`src/logic/spc_pkg.sv`:
```
// Shared constants for the self-programming control block
package spc_pkg;

  // ----------------------------------------------------------------
  // Register map and control/status bit positions
  // ----------------------------------------------------------------
  localparam logic [5:0] SPC_CSR_ADDR    = 6'h37;
  localparam logic [7:0] SPC_CSR_RESET   = 8'h00;
  localparam int         SPC_BIT_IRQ_EN  = 7;
  localparam int         SPC_BIT_BUSY    = 6;
  localparam int         SPC_BIT_SIG     = 5;
  localparam int         SPC_BIT_STORE   = 0;

  // ----------------------------------------------------------------
  // Accepted low-five-bit command patterns
  // ----------------------------------------------------------------
  localparam logic [4:0] SPC_CMD_REENABLE = 5'h11;
  localparam logic [4:0] SPC_CMD_LOCK     = 5'h09;
  localparam logic [4:0] SPC_CMD_WRITE    = 5'h05;
  localparam logic [4:0] SPC_CMD_ERASE    = 5'h03;
  localparam logic [4:0] SPC_CMD_FILL     = 5'h01;

  // ----------------------------------------------------------------
  // Timed windows, in core clock cycles
  // ----------------------------------------------------------------
  localparam logic [2:0] SPC_STORE_WINDOW = 3'h4;
  localparam logic [2:0] SPC_LOAD_WINDOW  = 3'h3;

  // ----------------------------------------------------------------
  // Memory geometry
  // ----------------------------------------------------------------
  localparam logic [7:0]  SPC_RWW_PAGES   = 8'hE0;
  localparam logic [15:0] SPC_ERASED_WORD = 16'hFFFF;
  localparam logic [14:0] SPC_BOOT_512    = 15'h7E00;
  localparam logic [14:0] SPC_BOOT_1024   = 15'h7C00;
  localparam logic [14:0] SPC_BOOT_2048   = 15'h7800;
  localparam logic [14:0] SPC_BOOT_4096   = 15'h7000;

  // ----------------------------------------------------------------
  // Sequencer states
  // ----------------------------------------------------------------
  typedef enum logic [2:0] {
    SPC_ST_IDLE  = 3'b001,
    SPC_ST_ARMED = 3'b010,
    SPC_ST_BUSY  = 3'b100
  } spc_state_t;

endpackage

```
`src/logic/spc_boot_map.sv`:
```
// Boot section start and application end from the two size fuses
`timescale 1ns/10ps
module spc_boot_map
  import spc_pkg::*;
(
  input  wire logic        boot_size_sel_hi,
  input  wire logic        boot_size_sel_lo,
  output logic [14:0]      boot_base,
  output logic [14:0]      app_last
);

  always_comb begin
    case ({boot_size_sel_hi, boot_size_sel_lo})
      2'b11: boot_base = SPC_BOOT_512;
      2'b10: boot_base = SPC_BOOT_1024;
      2'b01: boot_base = SPC_BOOT_2048;
      default: boot_base = SPC_BOOT_4096;
    endcase
    app_last = boot_base - 15'h0001;
  end

endmodule

```
`src/logic/spc_control.sv`:
```
// Self-programming control: register, timed command windows, buffer fill
// What this block does
// - Fuse bits pick boot size and start
// - Pages below 224 form the readable region
// - Fifteen-bit counter, 128-word pages
// - Page number comes from pointer bits 15:8
// - Pointer bits 7:1 pick buffer word
// - One 8-bit control/status register, reset zero
// - Ready interrupt while enabled and store clear
// - Erase/write to region sets busy flag
// - Busy clears on re-enable or buffer fill
// - Signature load window three, stores ignored
// - Re-enable only after operation finishes
// - Re-enable command discards buffered data
// - Plain store fills buffer from word data
// - Store within four cycles starts operation
// - Store enable auto-clears, held while busy
// - Only six command patterns take effect
`timescale 1ns/10ps
module spc_control
  import spc_pkg::*;
#(
  parameter logic [7:0] SIG_BYTE1 = 8'hA1,  // Arbitrary value
  parameter logic [7:0] SIG_BYTE2 = 8'hB2,  // Arbitrary value
  parameter logic [7:0] SIG_BYTE3 = 8'hC3,  // Arbitrary value
  parameter logic [7:0] CAL_BYTE  = 8'h80   // Arbitrary value
) (
  input  wire logic        clock,
  input  wire logic        reset_n,
  input  wire logic        clk_en,
  input  wire logic [5:0]  io_addr,
  input  wire logic        io_wr,
  input  wire logic        io_rd,
  input  wire logic [7:0]  io_wdata,
  output logic [7:0]       io_rdata,
  input  wire logic        global_irq_flag,
  input  wire logic        eeprom_write_pending,
  input  wire logic        store_instr,
  input  wire logic        load_instr,
  input  wire logic [15:0] pointer,
  input  wire logic [15:0] word_data,
  input  wire logic        boot_size_sel_hi,
  input  wire logic        boot_size_sel_lo,
  input  wire logic        flash_done,
  input  wire logic [6:0]  flash_buf_addr,
  output logic [15:0]      flash_buf_data,
  output logic             flash_erase_start,
  output logic             flash_write_start,
  output logic [7:0]       flash_page,
  output logic             region_busy_flag,
  output logic             ready_irq,
  output logic             load_override,
  output logic [7:0]       load_data,
  output logic [14:0]      boot_start,
  output logic [14:0]      app_end
);

  spc_state_t  state;
  logic        ready_irq_enable;
  logic        store_enable;
  logic        signature_read_cmd;
  logic        region_read_reenable;
  logic        lock_bits_set_cmd;
  logic        page_write_cmd;
  logic        page_erase_cmd;
  logic [2:0]  window_cnt;
  logic [14:0] boot_base;
  logic [14:0] app_last;

  // ----------------------------------------------------------------
  // Command decode
  // ----------------------------------------------------------------
  logic       csr_write;
  logic [4:0] low_five;
  logic       pattern_ok;
  logic       accept_cmd;
  logic       store_take;
  logic       sig_take;
  logic       fill_take;
  logic       in_rww_page;
  logic [7:0] sig_byte;

  assign csr_write   = io_wr && (io_addr == SPC_CSR_ADDR);
  assign low_five    = io_wdata[4:0];
  assign pattern_ok  = (low_five == SPC_CMD_REENABLE || low_five == SPC_CMD_LOCK ||
                        low_five == SPC_CMD_WRITE || low_five == SPC_CMD_ERASE ||
                        low_five == SPC_CMD_FILL) &&
                       (!io_wdata[SPC_BIT_SIG] || low_five == SPC_CMD_FILL);
  // New commands only while idle and no EEPROM write is pending
  assign accept_cmd  = csr_write && pattern_ok && state == SPC_ST_IDLE && !eeprom_write_pending;
  assign store_take  = state == SPC_ST_ARMED && store_instr;
  assign sig_take    = state == SPC_ST_ARMED && signature_read_cmd && load_instr &&
                       window_cnt > (SPC_STORE_WINDOW - SPC_LOAD_WINDOW);
  // Plain fill: no other command bit set, pointer bit 0 ignored
  assign fill_take   = store_take && !signature_read_cmd && !region_read_reenable &&
                       !lock_bits_set_cmd && !page_write_cmd && !page_erase_cmd;
  assign in_rww_page = pointer[15:8] < SPC_RWW_PAGES;

  always_comb begin
    case (pointer[2:0])
      3'h0: sig_byte = SIG_BYTE1;
      3'h2: sig_byte = SIG_BYTE2;
      3'h4: sig_byte = SIG_BYTE3;
      3'h1: sig_byte = CAL_BYTE;
      default: sig_byte = 8'h00;
    endcase
  end

  // ----------------------------------------------------------------
  // Command sequencer
  // ----------------------------------------------------------------
  always_ff @(posedge clock or negedge reset_n) begin
    if (!reset_n) begin
      state                <= SPC_ST_IDLE;
      store_enable         <= 1'b0;
      signature_read_cmd   <= 1'b0;
      region_read_reenable <= 1'b0;
      lock_bits_set_cmd    <= 1'b0;
      page_write_cmd       <= 1'b0;
      page_erase_cmd       <= 1'b0;
      window_cnt           <= 3'h0;
      flash_erase_start    <= 1'b0;
      flash_write_start    <= 1'b0;
      flash_page           <= 8'h00;
    end else if (clk_en) begin
      flash_erase_start <= 1'b0;
      flash_write_start <= 1'b0;
      case (state)
        SPC_ST_IDLE: begin
          if (accept_cmd) begin
            state                <= SPC_ST_ARMED;
            store_enable         <= 1'b1;
            signature_read_cmd   <= io_wdata[SPC_BIT_SIG];
            region_read_reenable <= io_wdata[4];
            lock_bits_set_cmd    <= io_wdata[3];
            page_write_cmd       <= io_wdata[2];
            page_erase_cmd       <= io_wdata[1];
            window_cnt           <= SPC_STORE_WINDOW;
          end
        end
        SPC_ST_ARMED: begin
          window_cnt <= window_cnt - 3'h1;
          if (store_take && (page_erase_cmd || page_write_cmd)) begin
            // Store enable stays high until the flash reports done
            state             <= SPC_ST_BUSY;
            flash_erase_start <= page_erase_cmd;
            flash_write_start <= page_write_cmd;
            flash_page        <= pointer[15:8];
          end else if ((store_take && !signature_read_cmd) || sig_take || window_cnt == 3'h1) begin
            // Command done, or the window ran out and it quietly expires
            state                <= SPC_ST_IDLE;
            store_enable         <= 1'b0;
            signature_read_cmd   <= 1'b0;
            region_read_reenable <= 1'b0;
            lock_bits_set_cmd    <= 1'b0;
            page_write_cmd       <= 1'b0;
            page_erase_cmd       <= 1'b0;
          end
        end
        SPC_ST_BUSY: begin
          if (flash_done) begin
            state          <= SPC_ST_IDLE;
            store_enable   <= 1'b0;
            page_write_cmd <= 1'b0;
            page_erase_cmd <= 1'b0;
          end
        end
        default: begin
          state <= SPC_ST_IDLE;
        end
      endcase
    end
  end

  // ----------------------------------------------------------------
  // Region busy flag
  // ----------------------------------------------------------------
  logic start_rww;
  logic reenable_take;

  assign start_rww     = store_take && (page_erase_cmd || page_write_cmd) && in_rww_page;
  assign reenable_take = store_take && region_read_reenable;

  always_ff @(posedge clock or negedge reset_n) begin
    if (!reset_n) begin
      region_busy_flag <= 1'b0;
    end else if (clk_en) begin
      // A start outranks any clear landing in the same cycle
      if (start_rww) begin
        region_busy_flag <= 1'b1;
      end else if (reenable_take || fill_take) begin
        region_busy_flag <= 1'b0;
      end
    end
  end

  // ----------------------------------------------------------------
  // Interrupt enable, ready request and signature load
  // ----------------------------------------------------------------
  always_ff @(posedge clock or negedge reset_n) begin
    if (!reset_n) begin
      ready_irq_enable <= 1'b0;
      ready_irq        <= 1'b0;
    end else if (clk_en) begin
      if (csr_write) begin
        ready_irq_enable <= io_wdata[SPC_BIT_IRQ_EN];
      end
      ready_irq <= ready_irq_enable && global_irq_flag && !store_enable;
    end
  end

  always_ff @(posedge clock or negedge reset_n) begin
    if (!reset_n) begin
      load_override <= 1'b0;
      load_data     <= 8'h00;
    end else if (clk_en) begin
      load_override <= sig_take;
      load_data     <= sig_take ? sig_byte : 8'h00;
    end
  end

  // ----------------------------------------------------------------
  // Register read and boot map
  // ----------------------------------------------------------------
  always_ff @(posedge clock or negedge reset_n) begin
    if (!reset_n) begin
      io_rdata <= SPC_CSR_RESET;
    end else if (clk_en) begin
      if (io_rd && io_addr == SPC_CSR_ADDR) begin
        io_rdata <= {ready_irq_enable, region_busy_flag, signature_read_cmd, region_read_reenable,
                     lock_bits_set_cmd, page_write_cmd, page_erase_cmd, store_enable};
      end else begin
        io_rdata <= 8'h00;
      end
    end
  end

  spc_boot_map u_boot_map (
    .boot_size_sel_hi (boot_size_sel_hi),
    .boot_size_sel_lo (boot_size_sel_lo),
    .boot_base        (boot_base),
    .app_last         (app_last)
  );

  always_ff @(posedge clock or negedge reset_n) begin
    if (!reset_n) begin
      boot_start <= SPC_BOOT_4096;
      app_end    <= SPC_BOOT_4096 - 15'h0001;
    end else if (clk_en) begin
      boot_start <= boot_base;
      app_end    <= app_last;
    end
  end

  // ----------------------------------------------------------------
  // Page buffer; re-enable drops a partial load, page write consumes it
  // ----------------------------------------------------------------
  logic buf_discard;

  assign buf_discard = (accept_cmd && low_five == SPC_CMD_REENABLE) ||
                       (state == SPC_ST_BUSY && page_write_cmd && flash_done);

  spc_page_buffer u_page_buffer (
    .clock   (clock),
    .reset_n (reset_n),
    .clk_en  (clk_en),
    .wr_en   (fill_take),
    .wr_addr (pointer[7:1]),
    .wr_data (word_data),
    .discard (buf_discard),
    .rd_addr (flash_buf_addr),
    .rd_data (flash_buf_data)
  );

  // ----------------------------------------------------------------
  // Checks
  // ----------------------------------------------------------------
  property p_ready_irq;
    @(posedge clock) disable iff (!reset_n)
      clk_en |=> ready_irq == $past(ready_irq_enable && global_irq_flag && !store_enable);
  endproperty
  a_ready_irq: assert property (p_ready_irq) else $error("ready interrupt mismatch");

  property p_busy_set;
    @(posedge clock) disable iff (!reset_n)
      (flash_erase_start || flash_write_start) && flash_page < SPC_RWW_PAGES |-> region_busy_flag;
  endproperty
  a_busy_set: assert property (p_busy_set) else $error("busy flag not set on start");

  property p_fill_clears;
    @(posedge clock) disable iff (!reset_n)
      clk_en && fill_take |=> !region_busy_flag;
  endproperty
  a_fill_clears: assert property (p_fill_clears) else $error("fill did not clear busy");

  property p_start_page;
    @(posedge clock) disable iff (!reset_n)
      clk_en && store_take && page_erase_cmd |=> flash_erase_start && flash_page == $past(pointer[15:8]);
  endproperty
  a_start_page: assert property (p_start_page) else $error("erase start or page wrong");

  property p_held_busy;
    @(posedge clock) disable iff (!reset_n)
      state == SPC_ST_BUSY |-> store_enable;
  endproperty
  a_held_busy: assert property (p_held_busy) else $error("store enable dropped while busy");

  property p_window_end;
    @(posedge clock) disable iff (!reset_n)
      clk_en && state == SPC_ST_ARMED && window_cnt == 3'h1 && !store_instr && !load_instr
        |=> !store_enable && state == SPC_ST_IDLE;
  endproperty
  a_window_end: assert property (p_window_end) else $error("window did not expire");

  property p_sig_no_store;
    @(posedge clock) disable iff (!reset_n)
      clk_en && store_take && signature_read_cmd && !load_instr && window_cnt != 3'h1
        |=> !flash_erase_start && !flash_write_start && store_enable;
  endproperty
  a_sig_no_store: assert property (p_sig_no_store) else $error("store acted in signature mode");

  property p_bad_pattern;
    @(posedge clock) disable iff (!reset_n)
      clk_en && csr_write && !pattern_ok && state == SPC_ST_IDLE |=> !store_enable;
  endproperty
  a_bad_pattern: assert property (p_bad_pattern) else $error("invalid pattern took effect");

  property p_boot_small;
    @(posedge clock) disable iff (!reset_n)
      clk_en && boot_size_sel_hi && boot_size_sel_lo |=> boot_start == 15'h7E00 && app_end == 15'h7DFF;
  endproperty
  a_boot_small: assert property (p_boot_small) else $error("boot start wrong for 512 words");

endmodule

```
`src/logic/spc_page_buffer.sv`:
```
// Temporary page buffer with per-word fill marks
`timescale 1ns/10ps
module spc_page_buffer
  import spc_pkg::*;
#(
  parameter int WORDS = 128,
  parameter int WIDTH = 16,
  parameter int AW    = 7
) (
  input  wire logic             clock,
  input  wire logic             reset_n,
  input  wire logic             clk_en,
  input  wire logic             wr_en,
  input  wire logic [AW-1:0]    wr_addr,
  input  wire logic [WIDTH-1:0] wr_data,
  input  wire logic             discard,
  input  wire logic [AW-1:0]    rd_addr,
  output logic [WIDTH-1:0]      rd_data
);

  logic [WIDTH-1:0] mem [WORDS];
  logic [WORDS-1:0] filled;

  // ----------------------------------------------------------------
  // Storage; unfilled words read back as erased
  // ----------------------------------------------------------------
  always_ff @(posedge clock) begin
    if (clk_en && wr_en) begin
      mem[wr_addr] <= wr_data;
    end
  end

  genvar i;
  generate
    for (i = 0; i < WORDS; i++) begin : g_mark
      always_ff @(posedge clock or negedge reset_n) begin
        if (!reset_n) begin
          filled[i] <= 1'b0;
        end else if (clk_en) begin
          if (discard) begin
            filled[i] <= 1'b0;
          end else if (wr_en && wr_addr == AW'(i)) begin
            filled[i] <= 1'b1;
          end
        end
      end
    end
  endgenerate

  always_ff @(posedge clock or negedge reset_n) begin
    if (!reset_n) begin
      rd_data <= '0;
    end else if (clk_en) begin
      rd_data <= filled[rd_addr] ? mem[rd_addr] : WIDTH'(SPC_ERASED_WORD);
    end
  end

endmodule

```
`config.mk`:
```
export PLATFORM = sky130hd
export DESIGN_NAME = spc_control
export DESIGN_NICKNAME = d
export VERILOG_FILES = /design/src/logic/spc_pkg.sv /design/src/logic/spc_boot_map.sv /design/src/logic/spc_control.sv /design/src/logic/spc_page_buffer.sv
export SDC_FILE = /design/constraint.sdc
export NUM_CORES = 2
export LEC_CHECK = 0
export BUFFER_PORTS_ARGS = -buffer_cell sky130_fd_sc_hd__buf_2
export CORE_MARGIN = 3
export CORE_UTILIZATION = 28
export DETAILED_ROUTE_END_ITERATION = 8
export PLACE_DENSITY_LB_ADDON = 0.2
export SLEW_MARGIN = 30
export SYNTH_ARGS = -nofsm -noshare
export SYNTH_HDL_FRONTEND = slang
export SYNTH_HIERARCHICAL = 1
export SYNTH_SLANG_ARGS = --single-unit
export TNS_END_PERCENT = 10
```
`constraint.sdc`:
```
create_clock -name clock -period 5.1 [get_ports clock]
set_input_delay 1.02 -clock clock [delete_from_list [all_inputs] [get_ports clock]]
set_output_delay 1.02 -clock clock [all_outputs]
set_load 0.03 [all_outputs]
```
* Yosys cells after proc, flatten, opt, wreduce, memory -nomap -nowiden
Memories as Yosys holds them, arrays and structs flattened.
Index checks and enable logic that the tools add are counted.
Widths: inputs -> output; s select.
** Word-level totals
- Register bits :: 216
- Bits in latches :: 0
- Bits in writable memories :: 2048
- Bits in read-only memories :: 0
- Input bits :: 65
- Output and inout port bits :: 75
- Logic and storage cells :: 1033
- Memories kept :: 1
** Memories
- u_page_buffer.mem :: words 128, bits a word 16, read ports 1, clocked after memory_dff 0, wr ports 1, RTL line spc_page_buffer.sv:21 : logic [WIDTH-1:0] mem [WORDS];
** Operators by class
- Add/sub/neg operators :: 2
- Multiply operators :: 0
- Divide/modulo/power cells :: 0
- Order comparisons :: 3
- Eq/ne operators :: 148
- Shift operators :: 0
- Multiplexer cells :: 293
- Bitwise gates (word level) :: 0
- Reduce and logical (&&, ||, !) cells :: 438
** Operators with widths (number)
- $eq 7x7->1 const B :: 64
- $mux 1 :: 274
- $reduce_and 2->1 :: 130
- $reduce_bool 2->1 :: 130
- $eq 7x6->1 const B :: 32
- $logic_and 1x1->1 :: 152
- $eq 7x5->1 const B :: 16
- $eq 7x4->1 const B :: 8
- $pmux 12 s3 :: 1
- $pmux 8 s4 :: 1
- $eq 7x3->1 const B :: 4
- $mux 16 :: 1
- $mux 8 :: 2
- $mux 3 :: 5
- $eq 7x2->1 const B :: 2
- $sub 13x2->14 const B :: 1
- $logic_or 1x1->1 :: 10
- $eq 3x1->1 const B :: 3
- $pmux 1 s3 :: 3
- $pmux 3 s3 :: 1
- $logic_not 1->1 :: 8
- $lt 7x8->1 const B :: 1
- $lt 8x8->1 const B :: 1
- $bmux 1 s7 :: 1
- 25 further kinds :: 33

* Longest topological paths before layout
- Word-level depth :: 13
- Mapped depth :: 13
- Depth with buffers taken out :: 7

* Hierarchy
The synthesis kept the hierarchy.
** Modules (own cells, without submodules)
- spc_page_buffer :: times used 1, cells an instance 3858, area an instance 85167.9 µm², sequential area each 65102.4 µm²
- spc_control :: times used 1, cells an instance 220, area an instance 2994.1 µm², sequential area each 1774.2 µm²
- spc_boot_map :: times used 1, cells an instance 32, area an instance 221.5 µm², sequential area each 0.0 µm²

* Worst setup path after synthesis
OpenSTA, ideal clock, no wires.
- Path kind :: input to register
- Start point :: input store_instr
- End point :: memory u_page_buffer.mem[72][0], enable pin
- Library setup time :: 0.434 ns
- Arrival :: 3.346 ns
- Required time :: 4.666 ns
- Path slack :: 1.320 ns
- Stages :: 5
- Path buffers :: 0
- Cells stage by stage :: nand2_4 > nor3_1 > and2_1 > nand3_1 > nor4_1
** Between the ends
- Cells in the longest elaborated chain, start to end :: 9
** Ends and longest elaborated chain
- from (decl) :: RTL line spc_control.sv:38 : input wire logic store_instr,
- $logic_and 1x1->1 :: RTL line spc_control.sv:91 : assign store_take = state == SPC_ST_ARMED && store_instr;
- $logic_and 1x1->1 (3 in series) :: RTL line spc_control.sv:95 : assign fill_take = store_take && !signature_read_cmd && !region_read_reenable &&
- $logic_and 1x1->1 (2 in series) :: RTL line spc_control.sv:96 : !lock_bits_set_cmd && !page_write_cmd && !page_erase_cmd;
- net fill_take :: RTL line spc_control.sv:79 : logic fill_take;
- $logic_and 1x1->1 :: RTL line spc_page_buffer.sv:28 : if (clk_en && wr_en) begin
- $mux 1 :: RTL line spc_page_buffer.sv:28
- $mux 1 (implied by the code) :: RTL line spc_page_buffer.sv:29 : mem[wr_addr] <= wr_data;
- to (decl) :: RTL line spc_page_buffer.sv:21
The timed path passes the listed nets, and every way through them passes these cells.

* Final worst setup path
- Start point :: register state[1]
- End point :: memory u_page_buffer.mem[65][12], enable pin
** Between the ends
- Cells in the longest elaborated chain, start to end :: 10
** Ends and longest elaborated chain
- from (decl) :: RTL line spc_control.sv:58 : spc_state_t state;
- from (signal assigned) :: RTL line spc_control.sv:114 : state <= SPC_ST_IDLE;
- from (signal assigned) :: RTL line spc_control.sv:131 : state <= SPC_ST_ARMED;
- from (signal assigned) :: RTL line spc_control.sv:145 : state <= SPC_ST_BUSY;
- $eq 3x2->1 :: RTL line spc_control.sv:91
- $logic_and 1x1->1 :: RTL line spc_control.sv:91
- $logic_and 1x1->1 (3 in series) :: RTL line spc_control.sv:95
- $logic_and 1x1->1 (2 in series) :: RTL line spc_control.sv:96
- net fill_take :: RTL line spc_control.sv:79
- $logic_and 1x1->1 :: RTL line spc_page_buffer.sv:28
- $mux 1 :: RTL line spc_page_buffer.sv:28
- $mux 1 (implied by the code) :: RTL line spc_page_buffer.sv:29
The timed path passes the listed nets, and every way through them passes these cells.

==> results.txt <==
- The die covers between 300000 and 400000 sq um.
- Post-CTS Hold Buffers: 0
* Number of warnings issued by yosys: 6
- Signal arrival time at the worst endpoint: approximately 4.6 ns
- Dominant cells by area after synthesis: edfxtp_1 (70%), mux4_2 (13%), dfrtp_1 (5.5%)
- The most used flip-flop cell after synthesis is edfxtp_1.
- Power comes to ~40 mW.
* I/O pin count: between 100 and 150
- Reg-to-Reg Start: state[1]
* Total gr overflow: 0
- Walking the worst path, the cells encountered are nor3b_4 -> nand2_4 -> nor3_1 -> and2_1 -> nand3_2 -> nor2_2 -> buf_4.
- The number of max-slew violations in the final report is 0.
* Nets: ~4700
- Max-Slew Margin vs Limit: between 20% and 30%
- Synthesis produced a netlist whose cell count is approximately 4100.
- STA puts the critical path data required time at roughly 5.6 ns.
- After synthesis the netlist holds a flip-flop and latch count of about 2300.
- Once layout is done, the placed cells without fillers occupy around 100000 sq um.
* Largest clock skew in the final design: 0.1128 ns
- Core Util, Final: about 33%
* Gate family responsible for the most delay along the worst path: simple AND/OR/NAND/NOR gates
- Largest voltage drop on the vdd net: 0.3249 mV
* Core Box Area: roughly 310000 sq um
- In this run the tool buffered the top-level ports with 136 buffer cells.
* Maximum number of pins on one net before global-route repair: around 130
- The run finished with clean final reports.
- Setup repair after global routing left no endpoint under its margin.
- Placed wire-length estimate: approximately 170 mm
* Fraction of synthesized cell area in xor and xnor cells: less than 1%
* Clk_lat worst skew: about 0.9 ns
* Post-layout minimum cycle time: about 4 ns
- Summing the areas of all compound-gate instances in the mapped netlist gives 3.783% of the synthesized area.
* Power dissipated by switching net loads: 8.861 mW
* Overall track demand over capacity in global routing: 16.75%
- Logic gate share of total power: ~5.3%
- For this run, design rule violations remaining after detail routing come to 0.
- The area growth from synthesis to layout is 17.51%.
- Most frequent cells in the layout: edfxtp_1 (2048), mux4_2 (522), buf_4 (301)
- Summed over all cells, the static leakage comes to about 34 nW.
* Power Internal: 31.19 mW
* Number of max-cap violations: 0
- Critical path's largest stage delay: ~0.7 ns
* Setup Total Neg Slack: 0 ns
- Critical path start-end classification: reg2reg
- Max Fclk: 244.1 MHz
* Final weighted congestion in routability-driven placement: 0.8132
* Wire length of the first global-routing pass: about 380 mm
- Slowest cell on crit path: nor3_1
- Total vias in the final route: between 40000 and 50000
- The biggest area contributor in the post-synthesis netlist is edfxtp_1.
- Count of unique library cells instantiated by Yosys: a little over 90
* Async set-or-reset flop fraction in the synthesized netlist: around a tenth
- Yosys mapped a number of flops with a built-in enable equal to around 2000.
- For the pin with the worst max-slew slack, the measured transition is approximately 1.1 ns.
- Buffer levels on the longest clock path: 4
- For this design, the sink count on the clock tree is roughly 2300.
- After clock tree synthesis, the setup repair step added 0 buffers.
- After synthesis, the largest family of logic cells by area is multiplexers.
* CTS tree: yes
- CP bufs+invs: 1
- Layout cell share with drive strength beyond 1: about 33%
* Net switching fraction of the power: ~22%
- From left edge to right edge, the die measures 567.8 um.
* Sequential group share of total power: around 51%
* Peak fanout along the critical path: 12
- CP Capture Type: flop
- Basic-gate share of the synthesized area counting and, or, nand and nor cells: 2.237%
* Residual antenna-violating net count after detailed routing: 0
* Detailed-route vias per instance: between 4 and 5
- CTS clock-pin slew for the worst setup and hold paths: around 0.06 ns
- CTS H-Tree Depth: 4
- The number of global-route vias before repair was around 46000.
- Initial antenna violation count: 27
* Kind of launch point of the worst setup path: flop
- Clk pwr share: between 40% and 50%
- Root cell of the clock tree: clkbuf_16
* Post-cts repair resize count: 0
* Share of the synthesized area in the top cell type: between 60% and 70%
- The pre-antenna-repair detailed-routing pass consisted of 5 iterations.
- After synthesis, flip-flops and latches occupy 75.67% of the total area.
- The placed instances occupy a cell area of 95810 sq um.
- Once the floorplan was initialized, standard cells occupied between 20 and 30% of the core.
* Number of setup violations in the final report: 0
- The number of endpoints with negative hold slack in the final report was 0.
- Leaving out fill and tap cells, the most frequent cell in the layout is edfxtp_1.
- Power density relative to cell area: 385.6 nW/um^2
- After synthesis the cells add up to 88380 sq um.
- CP Launch Point: state[1]
- The first routing iteration left about 4900 violations.
- The die is approximately 570 um tall.
* Inserted Clock Buffers: around 250
* # rows: between 200 and 250
- A synthesized cell averages ~22 sq um.
- After detailed routing, the average wire length per cell comes to 30.64 um.
- Fraction of the mapped netlist area in adder cells: less than 1%
* DRT Wirelength: 274.2 mm
* Mux contribution to synthesized area: between 10% and 20%
* Path type of the worst min-delay path: in2async
- Period utilisation layout: 80.34%
## worst reg2reg max path: cells and delay by family, from the launching register on
kind,cells,cell delay [ns]
flip-flops,1,0.43
buffers and inverters,1,0.38
AND/OR/NAND/NOR,6,2.90
## metal layers
layer | wire (um) | track usage, % | up-vias
li1 | - | - | 18160
met1 | 120600 | 23.51 | 24720
met2 | 129400 | 26.83 | 1476
met3 | 16800 | 3.069 | 344
met4 | 7351 | 4.226 | 8
met5 | 55 | 0 | -
## final timing paths
check                                       endpoint  slack (ns)  depth (start not counted)
max in group asynchronous   u_page_buffer/filled[29]        3.83                          2
hold / removal                              state[2]        0.15                          1
hold reg to reg                         load_data[0]        0.48                          1
setup / recovery           u_page_buffer/mem[65][12]        1.00                          7
min in group clock                     flash_page[3]        0.40                          2
setup reg to reg           u_page_buffer/mem[65][12]        1.00                          7
## registers in the layout (all words and copies together), names as in the netlist, 3 cells and up
signal                 flops
app_end                   15
boot_start                15
flash_page                 8
io_rdata                   8
load_data                  6
state                      3
u_page_buffer/filled     128
u_page_buffer/mem       2048
u_page_buffer/rd_data     16
window_cnt                 3
## synth_stat cells, drive strengths merged (5+ instances only)
master and number:
o211ai 6, o21a 128, mux2 47, a32o 5, a31oi 20, a32oi 6, dfstp 18, nand4 6
dfrtp 196, a22oi 70, nor2 201, a22o 21, o221ai 8, or2 14, a21o 7, o21ai 43
a221oi 22, mux2i 67, nand2b 13, edfxtp 2048, inv 10, mux4 565, a21oi 49, buf 180
clkbuf 73, and2 8, and3 7, nand2 112, a311oi 6, nand3 28, nor3 10, o22ai 29
nor2b 13
## cell families after synthesis
kind of cell,Yosys count
xor gates and xnor gates,1
buffers and inverters,266
muxes,679
other,3
DFF,2262
and+or+nand+nor,436
adders and majority gates,3
AOI/OAI and AO/OA,460
## area by class of cell
| cell class | count | area, sq um |
|---|---|---|
| repair buffers | 467 | 3847 |
| multi-input cells | 1604 | 19950 |
| flip-flops and latches | 2262 | 66880 |
| fillers | 29690 | 209100 |
| inverters | 12 | 48.80 |
| diodes | 7 | 17.52 |
| clock buffers | 321 | 6644 |
| clock inverters | 134 | 1303 |
| well taps | 4140 | 5180 |
## metrics by stage
stage	setup WS (ns)	hold WS [ns]	cells
final	1.003	0.1526	8947
after global routing	0.9444	0.1289	8941
after CTS	1.054	0.1024	8936
after detailed placement	0.7803	0.4695	8481
after global placement	0.7546	0.4652	8479
after floorplan	1.320	0.4559	4132
## power groups by stage
stage	registers (mW)	logic (mW)	clock network, mW
2_1_floorplan	20.7	1.01	0
3_3_place_gp	20.7	2.14	0
3_5_place_dp	20.7	2.16	0
4_1_cts	20.3	2.17	18.1
5_1_grt	20.3	2.26	18.9
6_report	20.3	2.14	17.6
No activity file was read; power rests on OpenSTA's default activity.
